--- config.mk ---
export PLATFORM = sky130hd
export DESIGN_NAME = vectored_interrupt_cascade_unit
export DESIGN_NICKNAME = d
export VERILOG_FILES = /design/src/logic/vic_pkg.sv /design/src/logic/vic_prio_if.sv /design/src/logic/vic_prio_resolver.sv /design/src/logic/vectored_interrupt_cascade_unit.sv
export SDC_FILE = /design/constraint.sdc
export NUM_CORES = 1
export LEC_CHECK = 0
export BUFFER_PORTS_ARGS = -buffer_cell sky130_fd_sc_hd__buf_2
export CORE_AREA = 4 4 204 206
export CTS_CLUSTER_SIZE = 14
export DETAILED_ROUTE_END_ITERATION = 8
export DIE_AREA = 0 0 208 210
export SETUP_SLACK_MARGIN = 0.5
export SLEW_MARGIN = 20
export SYNTH_ARGS = -nofsm -noshare
export SYNTH_HDL_FRONTEND = slang
export SYNTH_SLANG_ARGS = --single-unit
--- constraint.sdc ---
create_clock -name ref_clk_i -period 4.39 [get_ports ref_clk_i]
set_input_delay 1.317 -clock ref_clk_i [delete_from_list [all_inputs] [get_ports ref_clk_i]]
set_output_delay 1.317 -clock ref_clk_i [all_outputs]
set_load 0.03 [all_outputs]
--- src/logic/vic_pkg.sv ---
// Shared constants, offsets and helpers for the vectored interrupt cascade unit
package vic_pkg;

   // ==========================================================
   // Sizes
   // ==========================================================
   localparam int unsigned POS_N = 16;
   localparam int unsigned IDX_W = 4;
   localparam int unsigned ADDR_W = 5;

   // ==========================================================
   // Register offsets
   // ==========================================================
   localparam logic [4:0] OFS_HVCT = 5'h00;
   localparam logic [4:0] OFS_VBASE = 5'h01;
   localparam logic [4:0] OFS_PEND_L = 5'h06;
   localparam logic [4:0] OFS_PEND_H = 5'h07;
   localparam logic [4:0] OFS_INSRV_L = 5'h08;
   localparam logic [4:0] OFS_INSRV_H = 5'h09;
   localparam logic [4:0] OFS_MASK_L = 5'h0A;
   localparam logic [4:0] OFS_MASK_H = 5'h0B;
   localparam logic [4:0] OFS_CASC_L = 5'h0C;
   localparam logic [4:0] OFS_CASC_H = 5'h0D;
   localparam logic [4:0] OFS_MODE = 5'h10;

   // ==========================================================
   // Field positions
   // ==========================================================
   localparam int unsigned MODE_FREEZE_BIT = 3;
   localparam int unsigned MODE_FIXED_BIT = 7;
   localparam logic [7:0] MODE_USED = 8'h88;

   // ==========================================================
   // Reset values and codes
   // ==========================================================
   localparam logic [7:0] RST_VBASE = 8'h00;
   localparam logic [7:0] RST_MODE = 8'h00;
   localparam logic [15:0] RST_MASK = 16'hFFFF;
   localparam logic [15:0] RST_FLAGS = 16'h0000;
   localparam logic [3:0] RST_CNT = 4'h0;
   localparam logic [7:0] RST_BYTE = 8'h00;
   localparam logic [3:0] CASC_TOP = 4'hF;
   localparam logic [3:0] SPURIOUS_IDX = 4'hF;

   // Lowest set index with a found flag on top
   function automatic logic [4:0] lowest_set(input logic [15:0] v);
      logic [4:0] r;
      r = 5'h00;
      for (int i = POS_N - 1; i >= 0; i--) begin
         if (v[i]) begin
            r = {1'b1, 4'(i)};
         end
      end
      return r;
   endfunction : lowest_set

endpackage : vic_pkg

--- src/logic/vic_prio_if.sv ---
// Request and in-service vectors to the priority resolver and its verdict back
`timescale 1ns/100ps
interface vic_prio_if;
   logic [15:0] request;
   logic [15:0] in_service;
   logic [15:0] cascade;
   logic fixed_mode;
   logic win_valid;
   logic [3:0] win_idx;
   logic raise;

   modport ctrl (
      output request,
      output in_service,
      output cascade,
      output fixed_mode,
      input win_valid,
      input win_idx,
      input raise
   );

   modport resolver (
      input request,
      input in_service,
      input cascade,
      input fixed_mode,
      output win_valid,
      output win_idx,
      output raise
   );
endinterface : vic_prio_if

--- src/logic/vic_prio_resolver.sv ---
// Combinational priority resolver: winning position and interrupt raise decision
`timescale 1ns/100ps
module vic_prio_resolver (
   vic_prio_if.resolver prio
);
   logic [4:0] req_first;
   logic [4:0] srv_first;

   always_comb begin
      req_first = vic_pkg::lowest_set(prio.request);
      srv_first = vic_pkg::lowest_set(prio.in_service);
      prio.win_valid = req_first[4];
      prio.win_idx = req_first[3:0];
      prio.raise = 1'b0;
      if (req_first[4]) begin
         if (!srv_first[4]) begin
            prio.raise = 1'b1; // RULE17
         end else if (req_first[3:0] < srv_first[3:0]) begin
            prio.raise = 1'b1; // RULE24
         end else if (prio.fixed_mode && (req_first[3:0] == srv_first[3:0])
                      && prio.cascade[req_first[3:0]]) begin
            prio.raise = 1'b1; // RULE22
         end else begin
            prio.raise = 1'b0; // RULE21
         end
      end
   end
endmodule : vic_prio_resolver

--- src/logic/vectored_interrupt_cascade_unit.sv ---
// Interrupt request, acknowledge and return sequencing with cascade support
//
// Overview of operation
// RULE1: Host reads master vector at fixed acknowledge address
// RULE2: Return cycle lets device re-prioritize pending requests
// RULE3: Single unit: software keeps vector base top bit zero
// RULE4: Negative vector marks a cascaded source
// RULE5: Up to 16 slaves, 256 sources total
// RULE6: Avoid cascading position zero
// RULE7: Host chip select decoding keeps low bits zero
// RULE8: Cascade flags plus hidden 4-bit counter per position
// RULE9: Cascaded acknowledge returns negative cascade index
// RULE10: Host acknowledges slave next; vector unsigned
// RULE11: Return on cascaded source gives negative index
// RULE12: Host follows with slave return, ignores byte
// RULE13: Pending byte writes set or clear software interrupts
// RULE14: Mask bit blocks position from requesting
// RULE15: Counter outputs are hardware interrupt sources
// RULE16: Freeze stops hardware setting pending bits
// RULE17: Raise output when unmasked request outranks service
// RULE18: Acknowledge clears pending, sets in-service
// RULE19: Fixed mode acknowledge of cascade increments counter
// RULE20: In-service holds until return and counter zero
// RULE21: In-service keeps output quiet unless outranked
// RULE22: Cascaded in-service does not block equal priority
// RULE23: Host takes low output as pending request
// RULE24: Fixed ranking zero highest, lower ones inhibited
// RULE25: Edges during freeze are held, then pended
// RULE26: Position number fills low nibble of vector
`timescale 1ns/100ps
module vectored_interrupt_cascade_unit (
   input wire logic ref_clk_i,
   input wire logic reset_n_i,
   input wire logic [4:0] reg_addr_i,
   input wire logic [7:0] reg_wdata_i,
   input wire logic reg_wr_i,
   input wire logic reg_rd_i,
   output logic [7:0] reg_rdata_o,
   input wire logic [15:0] irq_pin_i,
   input wire logic [15:0] counter_irq_i,
   input wire logic acknowledge_cycle_i,
   input wire logic return_cycle_i,
   output logic [7:0] vector_o,
   output logic vector_valid_o,
   output logic int_n_o
);
   // ==========================================================
   // State
   // ==========================================================
   logic [15:0] pin_s1_q;
   logic [15:0] pin_s2_q;
   logic [15:0] pin_prev_q;
   logic [15:0] pending_flags_q;
   logic [15:0] pending_flags_d;
   logic [15:0] in_service_flags_q;
   logic [15:0] in_service_flags_d;
   logic [15:0] position_mask_q;
   logic [15:0] position_mask_d;
   logic [15:0] cascade_position_flags_q;
   logic [15:0] cascade_position_flags_d;
   logic [15:0] frozen_hold_q;
   logic [15:0] frozen_hold_d;
   logic [7:0] software_vector_base_q;
   logic [7:0] software_vector_base_d;
   logic [7:0] mode_control_reg_q;
   logic [7:0] mode_control_reg_d;
   logic [3:0] service_cnt_q [16]; // RULE5
   logic [3:0] service_cnt_d [16];
   logic [7:0] rdata_q;
   logic [7:0] rdata_d;
   logic [7:0] vector_q;
   logic [7:0] vector_d;
   logic vector_valid_q;
   logic vector_valid_d;
   logic int_n_q;
   logic int_n_d;

   logic freeze_gate;
   logic fixed_mode;
   logic [15:0] pin_edge;
   logic [15:0] hw_set;
   logic [4:0] ret_first;
   logic [3:0] ret_idx;
   logic [3:0] cnt_next;

   vic_prio_if prio ();

   vic_prio_resolver u_resolver (
      .prio(prio.resolver)
   );

   assign freeze_gate = mode_control_reg_q[vic_pkg::MODE_FREEZE_BIT];
   assign fixed_mode = mode_control_reg_q[vic_pkg::MODE_FIXED_BIT];
   assign prio.request = pending_flags_q & ~position_mask_q; // RULE14
   assign prio.in_service = in_service_flags_q;
   assign prio.cascade = cascade_position_flags_q;
   assign prio.fixed_mode = fixed_mode;

   // ==========================================================
   // Hardware request capture
   // ==========================================================
   assign pin_edge = pin_s2_q & ~pin_prev_q;
   // Slave outputs are levels so that nested slave requests re-pend
   assign hw_set = (pin_edge & ~cascade_position_flags_q)
                 | (pin_s2_q & cascade_position_flags_q)
                 | counter_irq_i; // RULE15

   always_ff @(posedge ref_clk_i) begin
      if (!reset_n_i) begin
         pin_s1_q <= vic_pkg::RST_FLAGS;
         pin_s2_q <= vic_pkg::RST_FLAGS;
         pin_prev_q <= vic_pkg::RST_FLAGS;
      end else begin
         pin_s1_q <= irq_pin_i;
         pin_s2_q <= pin_s1_q;
         pin_prev_q <= pin_s2_q;
      end
   end

   // ==========================================================
   // Next state
   // ==========================================================
   always_comb begin
      pending_flags_d = pending_flags_q;
      in_service_flags_d = in_service_flags_q;
      position_mask_d = position_mask_q;
      cascade_position_flags_d = cascade_position_flags_q;
      frozen_hold_d = frozen_hold_q;
      software_vector_base_d = software_vector_base_q;
      mode_control_reg_d = mode_control_reg_q;
      service_cnt_d = service_cnt_q;
      rdata_d = vic_pkg::RST_BYTE;
      vector_d = vector_q;
      vector_valid_d = 1'b0;
      ret_first = vic_pkg::lowest_set(in_service_flags_q);
      ret_idx = ret_first[3:0];
      cnt_next = service_cnt_q[ret_idx] - 4'h1;

      // Software writes
      if (reg_wr_i) begin
         case (reg_addr_i)
            vic_pkg::OFS_VBASE: software_vector_base_d = reg_wdata_i;
            vic_pkg::OFS_PEND_L: pending_flags_d[7:0] = reg_wdata_i; // RULE13
            vic_pkg::OFS_PEND_H: pending_flags_d[15:8] = reg_wdata_i; // RULE13
            vic_pkg::OFS_INSRV_L: in_service_flags_d[7:0] = reg_wdata_i;
            vic_pkg::OFS_INSRV_H: in_service_flags_d[15:8] = reg_wdata_i;
            vic_pkg::OFS_MASK_L: position_mask_d[7:0] = reg_wdata_i;
            vic_pkg::OFS_MASK_H: position_mask_d[15:8] = reg_wdata_i;
            vic_pkg::OFS_CASC_L: cascade_position_flags_d[7:0] = reg_wdata_i; // RULE8
            vic_pkg::OFS_CASC_H: cascade_position_flags_d[15:8] = reg_wdata_i; // RULE8
            vic_pkg::OFS_MODE: mode_control_reg_d = reg_wdata_i & vic_pkg::MODE_USED;
            default: ;
         endcase
      end

      // Software reads
      if (reg_rd_i) begin
         case (reg_addr_i)
            vic_pkg::OFS_HVCT: rdata_d = {software_vector_base_q[7:4], prio.win_idx};
            vic_pkg::OFS_VBASE: rdata_d = software_vector_base_q;
            vic_pkg::OFS_PEND_L: rdata_d = pending_flags_q[7:0];
            vic_pkg::OFS_PEND_H: rdata_d = pending_flags_q[15:8];
            vic_pkg::OFS_INSRV_L: rdata_d = in_service_flags_q[7:0];
            vic_pkg::OFS_INSRV_H: rdata_d = in_service_flags_q[15:8];
            vic_pkg::OFS_MASK_L: rdata_d = position_mask_q[7:0];
            vic_pkg::OFS_MASK_H: rdata_d = position_mask_q[15:8];
            vic_pkg::OFS_CASC_L: rdata_d = cascade_position_flags_q[7:0];
            vic_pkg::OFS_CASC_H: rdata_d = cascade_position_flags_q[15:8];
            vic_pkg::OFS_MODE: rdata_d = mode_control_reg_q;
            default: rdata_d = vic_pkg::RST_BYTE;
         endcase
      end

      // Acknowledge cycle
      if (acknowledge_cycle_i) begin
         vector_valid_d = 1'b1;
         if (prio.win_valid) begin
            pending_flags_d[prio.win_idx] = 1'b0; // RULE18
            in_service_flags_d[prio.win_idx] = 1'b1; // RULE18
            if (cascade_position_flags_q[prio.win_idx]) begin
               vector_d = {vic_pkg::CASC_TOP, prio.win_idx}; // RULE4 RULE9 RULE10
               if (fixed_mode) begin
                  service_cnt_d[prio.win_idx] = service_cnt_q[prio.win_idx] + 4'h1; // RULE19
               end
            end else begin
               vector_d = {software_vector_base_q[7:4], prio.win_idx}; // RULE26
            end
         end else begin
            vector_d = {software_vector_base_q[7:4], vic_pkg::SPURIOUS_IDX};
         end
      end else if (return_cycle_i) begin
         // Return cycle counts down the top in-service position's counter and retires it at zero
         vector_valid_d = 1'b1; // RULE2
         if (ret_first[4]) begin
            if (cascade_position_flags_q[ret_idx]) begin
               vector_d = {vic_pkg::CASC_TOP, ret_idx}; // RULE11
            end else begin
               vector_d = {software_vector_base_q[7:4], ret_idx}; // RULE26
            end
            if (service_cnt_q[ret_idx] != vic_pkg::RST_CNT) begin
               service_cnt_d[ret_idx] = cnt_next; // RULE20
               if (cnt_next == vic_pkg::RST_CNT) begin
                  in_service_flags_d[ret_idx] = 1'b0; // RULE20
               end
            end else begin
               in_service_flags_d[ret_idx] = 1'b0; // RULE20
            end
         end else begin
            vector_d = {software_vector_base_q[7:4], vic_pkg::SPURIOUS_IDX};
         end
      end

      // Hardware sets win over any clear in the same cycle
      if (freeze_gate) begin
         frozen_hold_d = frozen_hold_q | hw_set; // RULE16 RULE25
      end else begin
         pending_flags_d = pending_flags_d | hw_set | frozen_hold_q; // RULE25
         frozen_hold_d = vic_pkg::RST_FLAGS;
      end

      int_n_d = ~prio.raise; // RULE17 RULE21
   end

   // ==========================================================
   // Registers
   // ==========================================================
   always_ff @(posedge ref_clk_i) begin
      if (!reset_n_i) begin
         pending_flags_q <= vic_pkg::RST_FLAGS;
         in_service_flags_q <= vic_pkg::RST_FLAGS;
         position_mask_q <= vic_pkg::RST_MASK;
         cascade_position_flags_q <= vic_pkg::RST_FLAGS;
         frozen_hold_q <= vic_pkg::RST_FLAGS;
         software_vector_base_q <= vic_pkg::RST_VBASE;
         mode_control_reg_q <= vic_pkg::RST_MODE;
         for (int i = 0; i < vic_pkg::POS_N; i++) begin
            service_cnt_q[i] <= vic_pkg::RST_CNT;
         end
         rdata_q <= vic_pkg::RST_BYTE;
         vector_q <= vic_pkg::RST_BYTE;
         vector_valid_q <= 1'b0;
         int_n_q <= 1'b1;
      end else begin
         pending_flags_q <= pending_flags_d;
         in_service_flags_q <= in_service_flags_d;
         position_mask_q <= position_mask_d;
         cascade_position_flags_q <= cascade_position_flags_d;
         frozen_hold_q <= frozen_hold_d;
         software_vector_base_q <= software_vector_base_d;
         mode_control_reg_q <= mode_control_reg_d;
         service_cnt_q <= service_cnt_d;
         rdata_q <= rdata_d;
         vector_q <= vector_d;
         vector_valid_q <= vector_valid_d;
         int_n_q <= int_n_d;
      end
   end

   assign reg_rdata_o = rdata_q;
   assign vector_o = vector_q;
   assign vector_valid_o = vector_valid_q;
   assign int_n_o = int_n_q;

endmodule : vectored_interrupt_cascade_unit

==> results of run 1 <==
==> registers in the layout (all words and copies together) (netlist names) <==
name                      flops
service_cnt_q                64
cascade_position_flags_q     16
frozen_hold_q                16
in_service_flags_q           16
pending_flags_q              16
pin_prev_q                   16
pin_s1_q                     16
pin_s2_q                     16
position_mask_q              16
reg_rdata_o                   8
software_vector_base_q        8
vector_o                      8
mode_control_reg_q            2
int_n_o                       1
vector_valid_o                1
==> logic make-up (layout without fill, tap and decap cells) <==
| family | Yosys count | after routing | share of synthesized area (%) |
|---|---|---|---|
| AND/OR/NAND/NOR | 548 | 549 | 23.1 |
| AO/OA/AOI/OAI | 371 | 371 | 24.8 |
| multiplexers | 102 | 102 | 9.11 |
| XOR/XNOR | 4 | 4 | 0.424 |
| buffers and inverters | 118 | 222 | 4.51 |
| adder cells (fa/ha/maj) | 7 | 7 | 0.742 |
| flip-flops | 220 | 220 | 37.3 |
| other | 0 | 1 | 0 |
==> worst paths after layout <==
check,from,to,slack (ns),depth (start not counted)
worst max-delay path,in_service_flags_q[7],service_cnt_q[54],0.62,17
worst min-delay path,pin_s1_q[4],pin_s2_q[4],0.43,1
worst max register to register,in_service_flags_q[7],service_cnt_q[54],0.62,17
worst min register to register,pin_s1_q[4],pin_s2_q[4],0.43,1
==> through the flow <==
| step | cells | total power, W | util [%] |
|---|---|---|---|
| floorplan | 1370 | 0.00250 | - |
| global placement | 1942 | 0.00273 | 32.6 |
| detailed placement | 1942 | 0.00274 | 32.6 |
| CTS | 1988 | 0.00486 | 34.8 |
| global route | 2000 | 0.00503 | 35.5 |
| finish | 2001 | 0.00488 | 35.5 |
==> cell type report <==
class                      instances  area, um^2
clock buffer                      36         707
clock inverter                     8         115
multi-input combinational       1033        7010
fill                            4155       25600
tap                              525         657
sequential                       220        4410
inverter                          26         134
timing repair buffer             152        1030
antenna                            1        2.50
==> cells in the final DEF (no fill, tap or decap), types with 6 or more instances in the layout <==
cell type  instances
o21a_1             6
mux2i_1           79
buf_4             78
o211ai_1          19
a32o_1            27
clkbuf_1           7
a211oi_1          32
o22ai_1           40
nor2b_1           11
a32oi_1            7
a21oi_1           47
dfxtp_2            8
a311oi_1           6
dfxtp_1          212
o21ai_0           27
nor4_1             8
a22oi_1            9
a222oi_1           9
and3_1             9
clkbuf_16         25
o21ai_1           10
a31oi_1            7
mux2_2            19
inv_1             19
nor3_1            23
nand2b_1          30
nand3_1           59
a22o_1            12
a221oi_1          20
o22a_1            15
and2_1            56
nand2_1          167
o221ai_1          15
nand4_1           13
nor2_1           128
buf_2             67
ha_1               6
==> timing repair <==
action / in CTS / in global routing
gates resized for setup: 5 / 46
setup endpoints to repair: 66 / 75
pin swaps: 3 / 11
cloned: 0 / 1
buffers inserted: 2 / 11
==> where the power goes <==
part           leakage (nW)  internal [W]  total (W)  switching (W)
Sequential             1.79       0.00204    0.00207      0.0000331
Combinational          3.18      0.000230   0.000666       0.000436
Clock                 0.400       0.00124    0.00214       0.000894
==> critical path: stages, from the launching register on <==
cell	delay (ns)
dfxtp_2	0.37
nor2_4	0.13
o311ai_1	0.11
a311o_2	0.50
and2_4	0.24
buf_12	0.14
nand4_1	0.07
o2111ai_2	0.17
nor4_4	0.33
buf_4	0.20
inv_1	0.05
ha_2	0.21
and3_4	0.18
o22ai_2	0.12
buf_6	0.21
buf_4	0.23
nand2_1	0.09
a32o_1	0.27
==> cells in the mapped netlist (19+ instances only) <==
cell	instances	area share, %
a32o_1	27	2.3
buf_2	19	0.81
o21ai_0	31	1.3
inv_1	19	0.60
nand2_1	167	5.3
mux2i_1	79	6.7
and2_1	56	3.0
dfxtp_1	220	37
a221oi_1	22	1.6
a21oi_1	48	2.0
nand3_1	59	2.5
mux2_2	19	1.8
a211oi_1	33	2.1
clkbuf_1	59	1.9
o211ai_1	19	1.2
nand2b_1	30	1.6
nor2_1	132	4.2
o22ai_1	40	2.1
nor3_1	23	0.97
==> routing by layer <==
| layer | track usage, % | up-vias | share of wire [%] |
|---|---|---|---|
| met5 | 0 | - | 0.025 |
| met4 | 11.3 | 2 | 6.8 |
| met3 | 4.52 | 217 | 8.2 |
| met2 | 35.5 | 662 | 44 |
| met1 | 28.9 | 5758 | 41 |
| li1 | - | 5302 | - |
==> results.md, run 1 <==
* Pleak at 5.38 nW
* Final instance area at 14,100 um^2
* Least-Margin Pin Slew at 1.02 ns
* First-pass GRT wire length at 75,300 um
* Most used DFF post-synth: dfxtp_1
* TritonRoute pass-1 iters at 6
* Mapped Cells at 1,370
* IR drop worst, VDD at 0.000318 V
* YS warnings at 0
* Die ar. at 43,700 um^2
* DP Worst Slack at 0.394 ns
* Gpl congestion at 0.992
* Area after DPL at 12,900 um^2
* Final setup viols at 0
* Seq/Total Area, Yosys at 37.3%
* EDFF count, synth at 0
* Final Max Tran Viols at 0
* Core Box Area at 39,600 um^2
* Max Clock Freq at 0.265 GHz
* Mapped cell area at 11,800 um^2
* Setup TNS at 0 ns
* GRT Total Usage at 22.3%
* Number of H-tree levels at 1
* Critical Path Source Type: flip-flop
* Critical path class: reg -> reg
* Average cell area after synthesis at 8.62 um^2
* Die Y at 210 um
* Worst Hold Slack at 0.434 ns
* Power density of the placed cells at 347 nW/um^2
* RSZ-0062 raised after global routing: yes
* Routed WL per cell at 25.7 um
* CP required at 4.84 ns
* Starting Density at 29.8%
* Largest net degree at the start of global routing at 78
* Syn nets at 1,428
* Post-DP HPWL at 38,900 um
* Final Hold Viols at 0
* Min-Delay Path Class: reg -> reg
* Detailed Route WL at 51,400 um
* Via count at 11,900
* CTS tree: done
* Top Ports at 69
* Max-cap violations at 0
* Clock Path Buffers at 3
* Crit path DAT at 4.22 ns
* Clk sinks at 220
* Worst-path clk slew at 0.07 ns
* CP max FO at 18
* Layout Area Growth over Synthesis at 19.1%
* Initial antenna violation count at 1
* CTS buffer count at 25
* Tcrit/Tclk final at 85.8%
* Status: complete, no violations
* Die X at 208 um
* Nets at 1,516
* ANT nets after route at 0
* Worst clock skew at 0.0112 ns
* Final WS setup at 0.623 ns
* Clock Tree Root: clkbuf_16
* Post-synthesis async set-or-reset flop share at 0%
* Max transition margin at 32.3%
* Gr ovfl total at 0
* IO buf count at 68
* # DRC at 0
* Drt initial violations at 1,410
* Min Tclk post-route at 3.77 ns
* CTS Hold Bufs at 0
* Crit. End Element: flip-flop
* FF+latch count, synth at 220
* Synth unique cells at 99
* Share of layout cells above drive strength 1 at 20.5%
* Vias in the first global route at 11,400
* DR vias/cell at 5.97
* # rows at 73
* Clk_lat worst skew at 0.57 ns
Power figures use the tool's default switching activity.
==> inputs of run 2 (changes only) <==
--- a/config.mk
+++ b/config.mk
@@ -6,12 +6,13 @@
 export NUM_CORES = 1
 export LEC_CHECK = 0
 export BUFFER_PORTS_ARGS = -buffer_cell sky130_fd_sc_hd__buf_2
-export CORE_AREA = 4 4 204 206
+export CORE_AREA = 4 4 205 207
 export CTS_CLUSTER_SIZE = 14
 export DETAILED_ROUTE_END_ITERATION = 8
-export DIE_AREA = 0 0 208 210
+export DIE_AREA = 0 0 209 211
 export SETUP_SLACK_MARGIN = 0.5
 export SLEW_MARGIN = 20
 export SYNTH_ARGS = -nofsm -noshare
 export SYNTH_HDL_FRONTEND = slang
+export SYNTH_HIERARCHICAL = 1
 export SYNTH_SLANG_ARGS = --single-unit
==> run 2 against run 1 <==
  * Critical path depth decreased by 5
  * Setup slack got worse by 0.067 ns
  * Synthesized area rose by 1.1%
  * Non-clock buffer count up 17
  * Total power is 0.18% lower
  * Worst hold slack lost 0.0074 ns
  * Clock skew rose by 0.0036 ns
  * Via count down 0.33%
  * Sequential power barely moved
  * First-iteration DRC count rose by 8.2%
  * Highest routed layer unchanged
==> results.md, run 2 <==
* Detailed Route WL at 45,000 um (was 51,400 um)
* Vias in the first global route at 11,200 (was 11,400)
* Routed WL per cell at 22.1 um (was 25.7 um)
* Layout Area Growth over Synthesis at 20.3% (was 19.1%)
* Max transition margin at 38.1% (was 32.3%)
* Least-Margin Pin Slew at 0.925 ns (was 1.02 ns)
* Seq/Total Area, Yosys at 36.9% (was 37.3%)
* GR Util met1 at 26.8% (was 28.9%)
* Hold_sp: pin_s1_q[5] (was pin_s1_q[4])
* Synth top cells by count: dfxtp_1 (220), nand2_1 (187), nor2_1 (91), clkbuf_1 (77), nand3_1 (72) (was dfxtp_1 (220), nand2_1 (167), nor2_1 (132), mux2i_1 (79))
* Post-synthesis async set-or-reset flop share at 0% (unchanged)
* Max reg flops at 64 (unchanged)
* Initial antenna violation count at 2 (was 1)
* Min-Delay Path Class: reg -> reg (unchanged)
* Critical Path Source Type: flip-flop (unchanged)
* CTS tree: done (unchanged)
* Syn nets at 1,445 (was 1,428)
* Count leader, synth: dfxtp_1 (unchanged)
* FF+latch count, synth at 220 (unchanged)
* RR Startpoint: in_service_flags_q[5] (was in_service_flags_q[7])
* GR Util met2 at 30.3% (was 35.5%)
* Clk sinks at 220 (unchanged)
* IR drop worst, VDD at 0.000290 V (was 0.000318 V)
* Gpl congestion at 1.02 (was 0.992)
* Area contributors post-synth: dfxtp_1 (37%), nand2_1 (5.9%), mux4_2 (4.9%), mux2i_1 (4.5%), and2_1 (3.0%) (was dfxtp_1 (37%), mux2i_1 (6.7%), nand2_1 (5.3%), nor2_1 (4.2%), and2_1 (3.0%))
* Clock Path Buffers at 3 (unchanged)
* Yosys top cell by area: dfxtp_1 (unchanged)
* Tcrit/Tclk final at 87.3% (was 85.8%)
* EDFF count, synth at 0 (unchanged)
* Share of layout cells above drive strength 1 at 20.2% (was 20.5%)
* # rows at 74 (was 73)
* Commonest non-fill, non-tap cell in the layout: dfxtp_1 (unchanged)
* Die ar. at 44,100 um^2 (was 43,700 um^2)
* Worst clock skew at 0.0148 ns (was 0.0112 ns)
* Gr ovfl total at 0 (unchanged)
* RSZ-0062 raised after global routing: yes (unchanged)
* Pleak at 5.66 nW (was 5.38 nW)
* CP required at 4.83 ns (was 4.84 ns)
* # DRC at 0 (unchanged)
* Via count at 11,900 (about the same)
* Most frequent cells in the layout: dfxtp_1 (215), nand2_1 (186), buf_4 (98) (was dfxtp_1 (212), nand2_1 (167), nor2_1 (128))
* Post-DP HPWL at 32,400 um (was 38,900 um)
* Synth unique cells at 74 (was 99)
* Met3 track demand over resource at 2.87% (was 4.52%)
* Setup TNS at 0 ns (unchanged)
* Die X at 209 um (was 208 um)
* Area after DPL at 13,200 um^2 (was 12,900 um^2)
* Average cell area after synthesis at 8.60 um^2 (was 8.62 um^2)
* IO buf count at 68 (unchanged)
* Number of H-tree levels at 1 (unchanged)
* Drt initial violations at 1,526 (was 1,410)
* Clock Tree Root: clkbuf_16 (unchanged)
* Worst-path clk slew at 0.07 ns (about the same)
* Starting Density at 29.6% (was 29.8%)
* First-pass GRT wire length at 67,800 um (was 75,300 um)
* Largest net degree at the start of global routing at 74 (was 78)
* Final Max Tran Viols at 0 (unchanged)
* CP startpoint: in_service_flags_q[5] (was in_service_flags_q[7])
* Clk_lat worst skew at 0.56 ns (was 0.57 ns)
* Fill count at 4,200 (was 4,155)
* Gr busiest metal: met2 (unchanged)
* Max Clock Freq at 0.261 GHz (was 0.265 GHz)
* Crit path DAT at 4.28 ns (was 4.22 ns)
* Nets at 1,539 (was 1,516)
* DR vias/cell at 5.85 (was 5.97)
* Final setup viols at 0 (unchanged)
* Die Y at 211 um (was 210 um)
* Status: complete, no violations (unchanged)
* Final instance area at 14,400 um^2 (was 14,100 um^2)
* Power density of the placed cells at 339 nW/um^2 (was 347 nW/um^2)
* TritonRoute pass-1 iters at 6 (unchanged)
* YS warnings at 6 (was 0)
* ANT nets after route at 0 (unchanged)
* CTS Hold Bufs at 0 (unchanged)
* Final Hold Viols at 0 (unchanged)
* Mapped cell area at 11,900 um^2 (was 11,800 um^2)
* Mapped Cells at 1,388 (was 1,370)
* Min Tclk post-route at 3.83 ns (was 3.77 ns)
* CP max FO at 16 (was 18)
* Crit. End Element: flip-flop (unchanged)
* CTS buffer count at 24 (was 25)
* Yosys top cell area share at 36.9% (was 37.3%)
* Core Box Area at 40,400 um^2 (was 39,600 um^2)
* Top Ports at 69 (unchanged)
* Max-cap violations at 0 (unchanged)
* GRT Total Usage at 19.3% (was 22.3%)
* Most used DFF post-synth: dfxtp_1 (unchanged)
* Critical path class: reg -> reg (unchanged)
* Largest Register: service_cnt_q (unchanged)
-- run 2: timing repair --
action,4_1_cts,5_1_grt
pin swaps,0,7
setup buffers,1,9
endpoints found under the setup margin,77,80
resized for setup,16,35
cloned,0,2
-- run 2: per-stage QoR --
stage	setup slack [ns]	hold WS, ns	utilization (%)	instances	total power, W
after global routing	0.448	0.449	35.6	2032	0.00500
after CTS	0.498	0.429	35.0	2021	0.00486
after global placement	0.157	0.414	32.7	1976	0.00262
after floorplan	0.505	0.412	-	1388	0.00243
after detailed placement	0.146	0.418	32.7	1976	0.00262
final	0.556	0.427	35.6	2033	0.00487
-- run 2: logic make-up after synthesis --
logic type	synth area share, %
mux	9.72
simple gates	26.2
compound gates	21.8
fa+ha+maj	0.713
flops	36.9
xor+xnor	0.367
buf+inv	4.30
-- run 2: layer usage --
layer | up-vias | share of wire, %
met5 | - | 0.016
li1 | 5343 | -
met4 | 2 | 4.1
met3 | 138 | 9.4
met1 | 5712 | 42
met2 | 707 | 44
-- run 2: area by class of cell --
class / instances / area, um^2 / area share, %
Tap cell: 532 / 666 / 4.63
Timing Repair Buffer: 169 / 1130 / 7.86
Multi-Input combinational cell: 1053 / 7220 / 50.3
Clock buffer: 31 / 677 / 4.71
Antenna cell: 1 / 2.50 / 0.0174
Sequential cell: 220 / 4410 / 30.7
Clock inverter: 13 / 205 / 1.43
Inverter: 14 / 55.1 / 0.383
-- run 2: worst paths after layout --
| kind | slack (ns) | depth (start not counted) | to |
|---|---|---|---|
| worst max-delay path | 0.56 | 12 | service_cnt_q[63] |
| worst min-delay path | 0.43 | 1 | pin_s2_q[5] |
| worst max register to register | 0.56 | 12 | service_cnt_q[63] |
| worst min register to register | 0.43 | 1 | pin_s2_q[5] |
-- run 2: report_power, final --
part	total [W]	switching [W]	internal, W
Combinational	0.000542	0.000348	0.000194
Sequential	0.00207	0.0000321	0.00204
Clock	0.00225	0.000915	0.00134
-- run 2: worst max-delay path: stages (launching register included) --
cell,delay [ns]
dfxtp_2,0.47
inv_1,0.11
a2111oi_4,0.47
o221a_4,0.36
buf_4,0.16
buf_4,0.17
or2_2,0.25
o22ai_1,0.14
nor3_4,0.49
a32oi_4,0.29
and2_4,0.24
and3_4,0.21
a221o_1,0.34
==> inputs of run 3 (changes only) <==
--- a/config.mk
+++ b/config.mk
@@ -6,12 +6,12 @@
 export NUM_CORES = 1
 export LEC_CHECK = 0
 export BUFFER_PORTS_ARGS = -buffer_cell sky130_fd_sc_hd__buf_2
-export CORE_AREA = 4 4 205 207
+export CORE_AREA = 4 4 168 170
 export CTS_CLUSTER_SIZE = 14
 export DETAILED_ROUTE_END_ITERATION = 8
-export DIE_AREA = 0 0 209 211
+export DIE_AREA = 0 0 172 174
 export SETUP_SLACK_MARGIN = 0.5
-export SLEW_MARGIN = 20
+export SLEW_MARGIN = 40
 export SYNTH_ARGS = -nofsm -noshare
 export SYNTH_HDL_FRONTEND = slang
 export SYNTH_HIERARCHICAL = 1
==> run 3 against run 2 <==
  * The flow now finishes with violations (DRC)
  * Clock power fell by 9%
  * Register-to-register slack better by 0.06 ns
  * Via count shrank 0.28%
  * Clock skew is 0.0079 ns higher
  * Sequential power barely moved
  * Combinational power is 3% higher
  * Utilization increased by 17 points
  * Final area shrank 2.2%
==> results.md, run 3 (synthesized netlist as in run 2, its figures left out) <==
* Status: finished, violations left (was complete, no violations)
* Violated checks: DRC
* Critical path class: reg -> reg (unchanged)
* CTS tree: done (unchanged)
* Crit path DAT at 4.19 ns (was 4.28 ns)
* GRT Total Usage at 29.4% (was 19.3%)
* Commonest non-fill, non-tap cell in the layout: dfxtp_1 (unchanged)
* IR drop worst, VDD at 0.000247 V (was 0.000290 V)
* IO buf count at 68 (unchanged)
* Via count at 11,900 (about the same)
* Die ar. at 29,900 um^2 (was 44,100 um^2)
* GR Util met1 at 45.5% (was 26.8%)
* Gpl congestion at 0.983 (was 1.02)
* Hold path depth at 1 (unchanged)
* Routed WL per cell at 24.8 um (was 22.1 um)
* Max Clock Freq at 0.265 GHz (was 0.261 GHz)
* Largest net degree at the start of global routing at 73 (was 74)
* Share of layout cells above drive strength 1 at 20.1% (was 20.2%)
* Final Max Tran Viols at 0 (unchanged)
* Max transition margin at 46.0% (was 38.1%)
* Pleak at 5.64 nW (was 5.66 nW)
* Min Tclk post-route at 3.77 ns (was 3.83 ns)
* Number of H-tree levels at 1 (unchanged)
* ANT nets after route at 0 (unchanged)
* Critical Path Source Type: flip-flop (unchanged)
* Min-Delay Path Class: reg -> reg (unchanged)
* Clock Tree Root: clkbuf_16 (unchanged)
* Crit. End Element: flip-flop (unchanged)
* RSZ-0062 raised after global routing: yes (unchanged)
* Gr ovfl total at 0 (unchanged)
* CP max FO at 26 (was 16)
* Die X at 172 um (was 209 um)
* Drt initial violations at 1,642 (was 1,526)
* GR Util met2 at 40.5% (was 30.3%)
* Tcrit/Tclk final at 85.9% (was 87.3%)
* CTS Hold Bufs at 0 (unchanged)
* Clk sinks at 220 (unchanged)
* Clock Path Buffers at 3 (unchanged)
* Most frequent cells in the layout: dfxtp_1 (212), nand2_1 (185), buf_4 (96) (was dfxtp_1 (215), nand2_1 (186), buf_4 (98))
* Nets at 1,539 (unchanged)
* Setup TNS at 0 ns (unchanged)
* Top Ports at 69 (unchanged)
* Worst-path clk slew at 0.06 ns (was 0.07 ns)
* First-pass GRT wire length at 68,500 um (was 67,800 um)
* Starting Density at 44.7% (was 29.6%)
* Initial antenna violation count at 0 (was 2)
* Gr busiest metal: met1 (was met2)
* Fill count at 2,538 (was 4,200)
* Final Hold Viols at 0 (unchanged)
* Vias in the first global route at 10,900 (was 11,200)
* Clk_lat worst skew at 0.55 ns (was 0.56 ns)
* Final setup viols at 0 (unchanged)
* Max reg flops at 64 (unchanged)
* CTS buffer count at 25 (was 24)
* Met3 track demand over resource at 6.85% (was 2.87%)
* Post-DP HPWL at 32,600 um (was 32,400 um)
* Least-Margin Pin Slew at 0.808 ns (was 0.925 ns)
* Largest Register: service_cnt_q (unchanged)
* TritonRoute pass-1 iters at 9 (was 6)
* # rows at 60 (was 74)
* Die Y at 174 um (was 211 um)
* CP required at 4.81 ns (was 4.83 ns)
* Worst clock skew at 0.0227 ns (was 0.0148 ns)
* Detailed Route WL at 45,600 um (was 45,000 um)
* # DRC at 3 (was 0)
* Layout Area Growth over Synthesis at 17.7% (was 20.3%)
* Final antenna diode count at 0 (was 1)
* Core Box Area at 26,700 um^2 (was 40,400 um^2)
* DR vias/cell at 6.45 (was 5.85)
* Power density of the placed cells at 333 nW/um^2 (was 339 nW/um^2)
* Design Power at 0.00467 W (was 0.00487 W)
* Reg2reg path depth at 13 (was 12)
* Max-cap violations at 0 (unchanged)
-- run 3: power breakdown --
group          total, W  switching (W)  internal [W]
combinational  0.000556       0.000357      0.000198
clock           0.00205       0.000882       0.00117
sequential      0.00207      0.0000305       0.00204
total           0.00467        0.00127       0.00340
-- run 3: timing repair --
action,4_1_cts,5_1_grt
endpoints found under the setup margin,72,77
gates cloned,0,1
resized for setup,17,31
pin swaps,0,7
setup buffers,1,12
-- run 3: area by class of cell --
| cell class | count | area, um^2 | share of cell area, % |
|---|---|---|---|
| flip-flops and latches | 220 | 4420 | 31.4 |
| multi-input cells | 1051 | 7170 | 51.0 |
| well taps | 341 | 427 | 3.04 |
| repair buffers | 170 | 1200 | 8.55 |
| clock inverters | 11 | 88.8 | 0.632 |
| clock buffers | 32 | 692 | 4.92 |
| inverters | 14 | 57.6 | 0.410 |
-- run 3: final timing paths --
check | start | slack (ns) | endpoint
min | pin_s1_q[15] | 0.43 | pin_s2_q[15]
min reg2reg | pin_s1_q[15] | 0.43 | pin_s2_q[15]
max reg2reg | pending_flags_q[1] | 0.62 | service_cnt_q[6]
max | pending_flags_q[1] | 0.62 | service_cnt_q[6]
-- run 3: stage by stage --
stage	hold slack [ns]	instances	setup WS [ns]	area, um^2	utilization [%]
4_1_cts	0.430	1826	0.518	13800	51.8
5_1_grt	0.442	1839	0.459	14000	52.6
6_report	0.428	1839	0.620	14000	52.6
2_1_floorplan	0.412	1388	0.505	12000	-
3_5_place_dp	0.417	1782	0.0439	13000	48.6
3_3_place_gp	0.415	1782	0.163	13000	48.6
-- run 3: worst max-delay path, cell delays in order, from the launching register on --
cell	delay, ns
dfxtp_1	0.33
nor2b_1	0.17
or4_1	0.57
o32ai_1	0.17
a21oi_2	0.08
inv_2	0.18
buf_12	0.23
mux4_2	0.37
mux4_2	0.52
ha_2	0.24
xnor2_4	0.27
buf_12	0.19
o22ai_1	0.10
a32o_1	0.21
-- run 3: metal layers --
layer	routed length, um	part of all wire [%]	up-vias
li1	-	-	5327
met1	19500	43	5647
met2	18700	41	777
met3	5880	13	118
met4	1430	3.1	0
met5	0	0	-
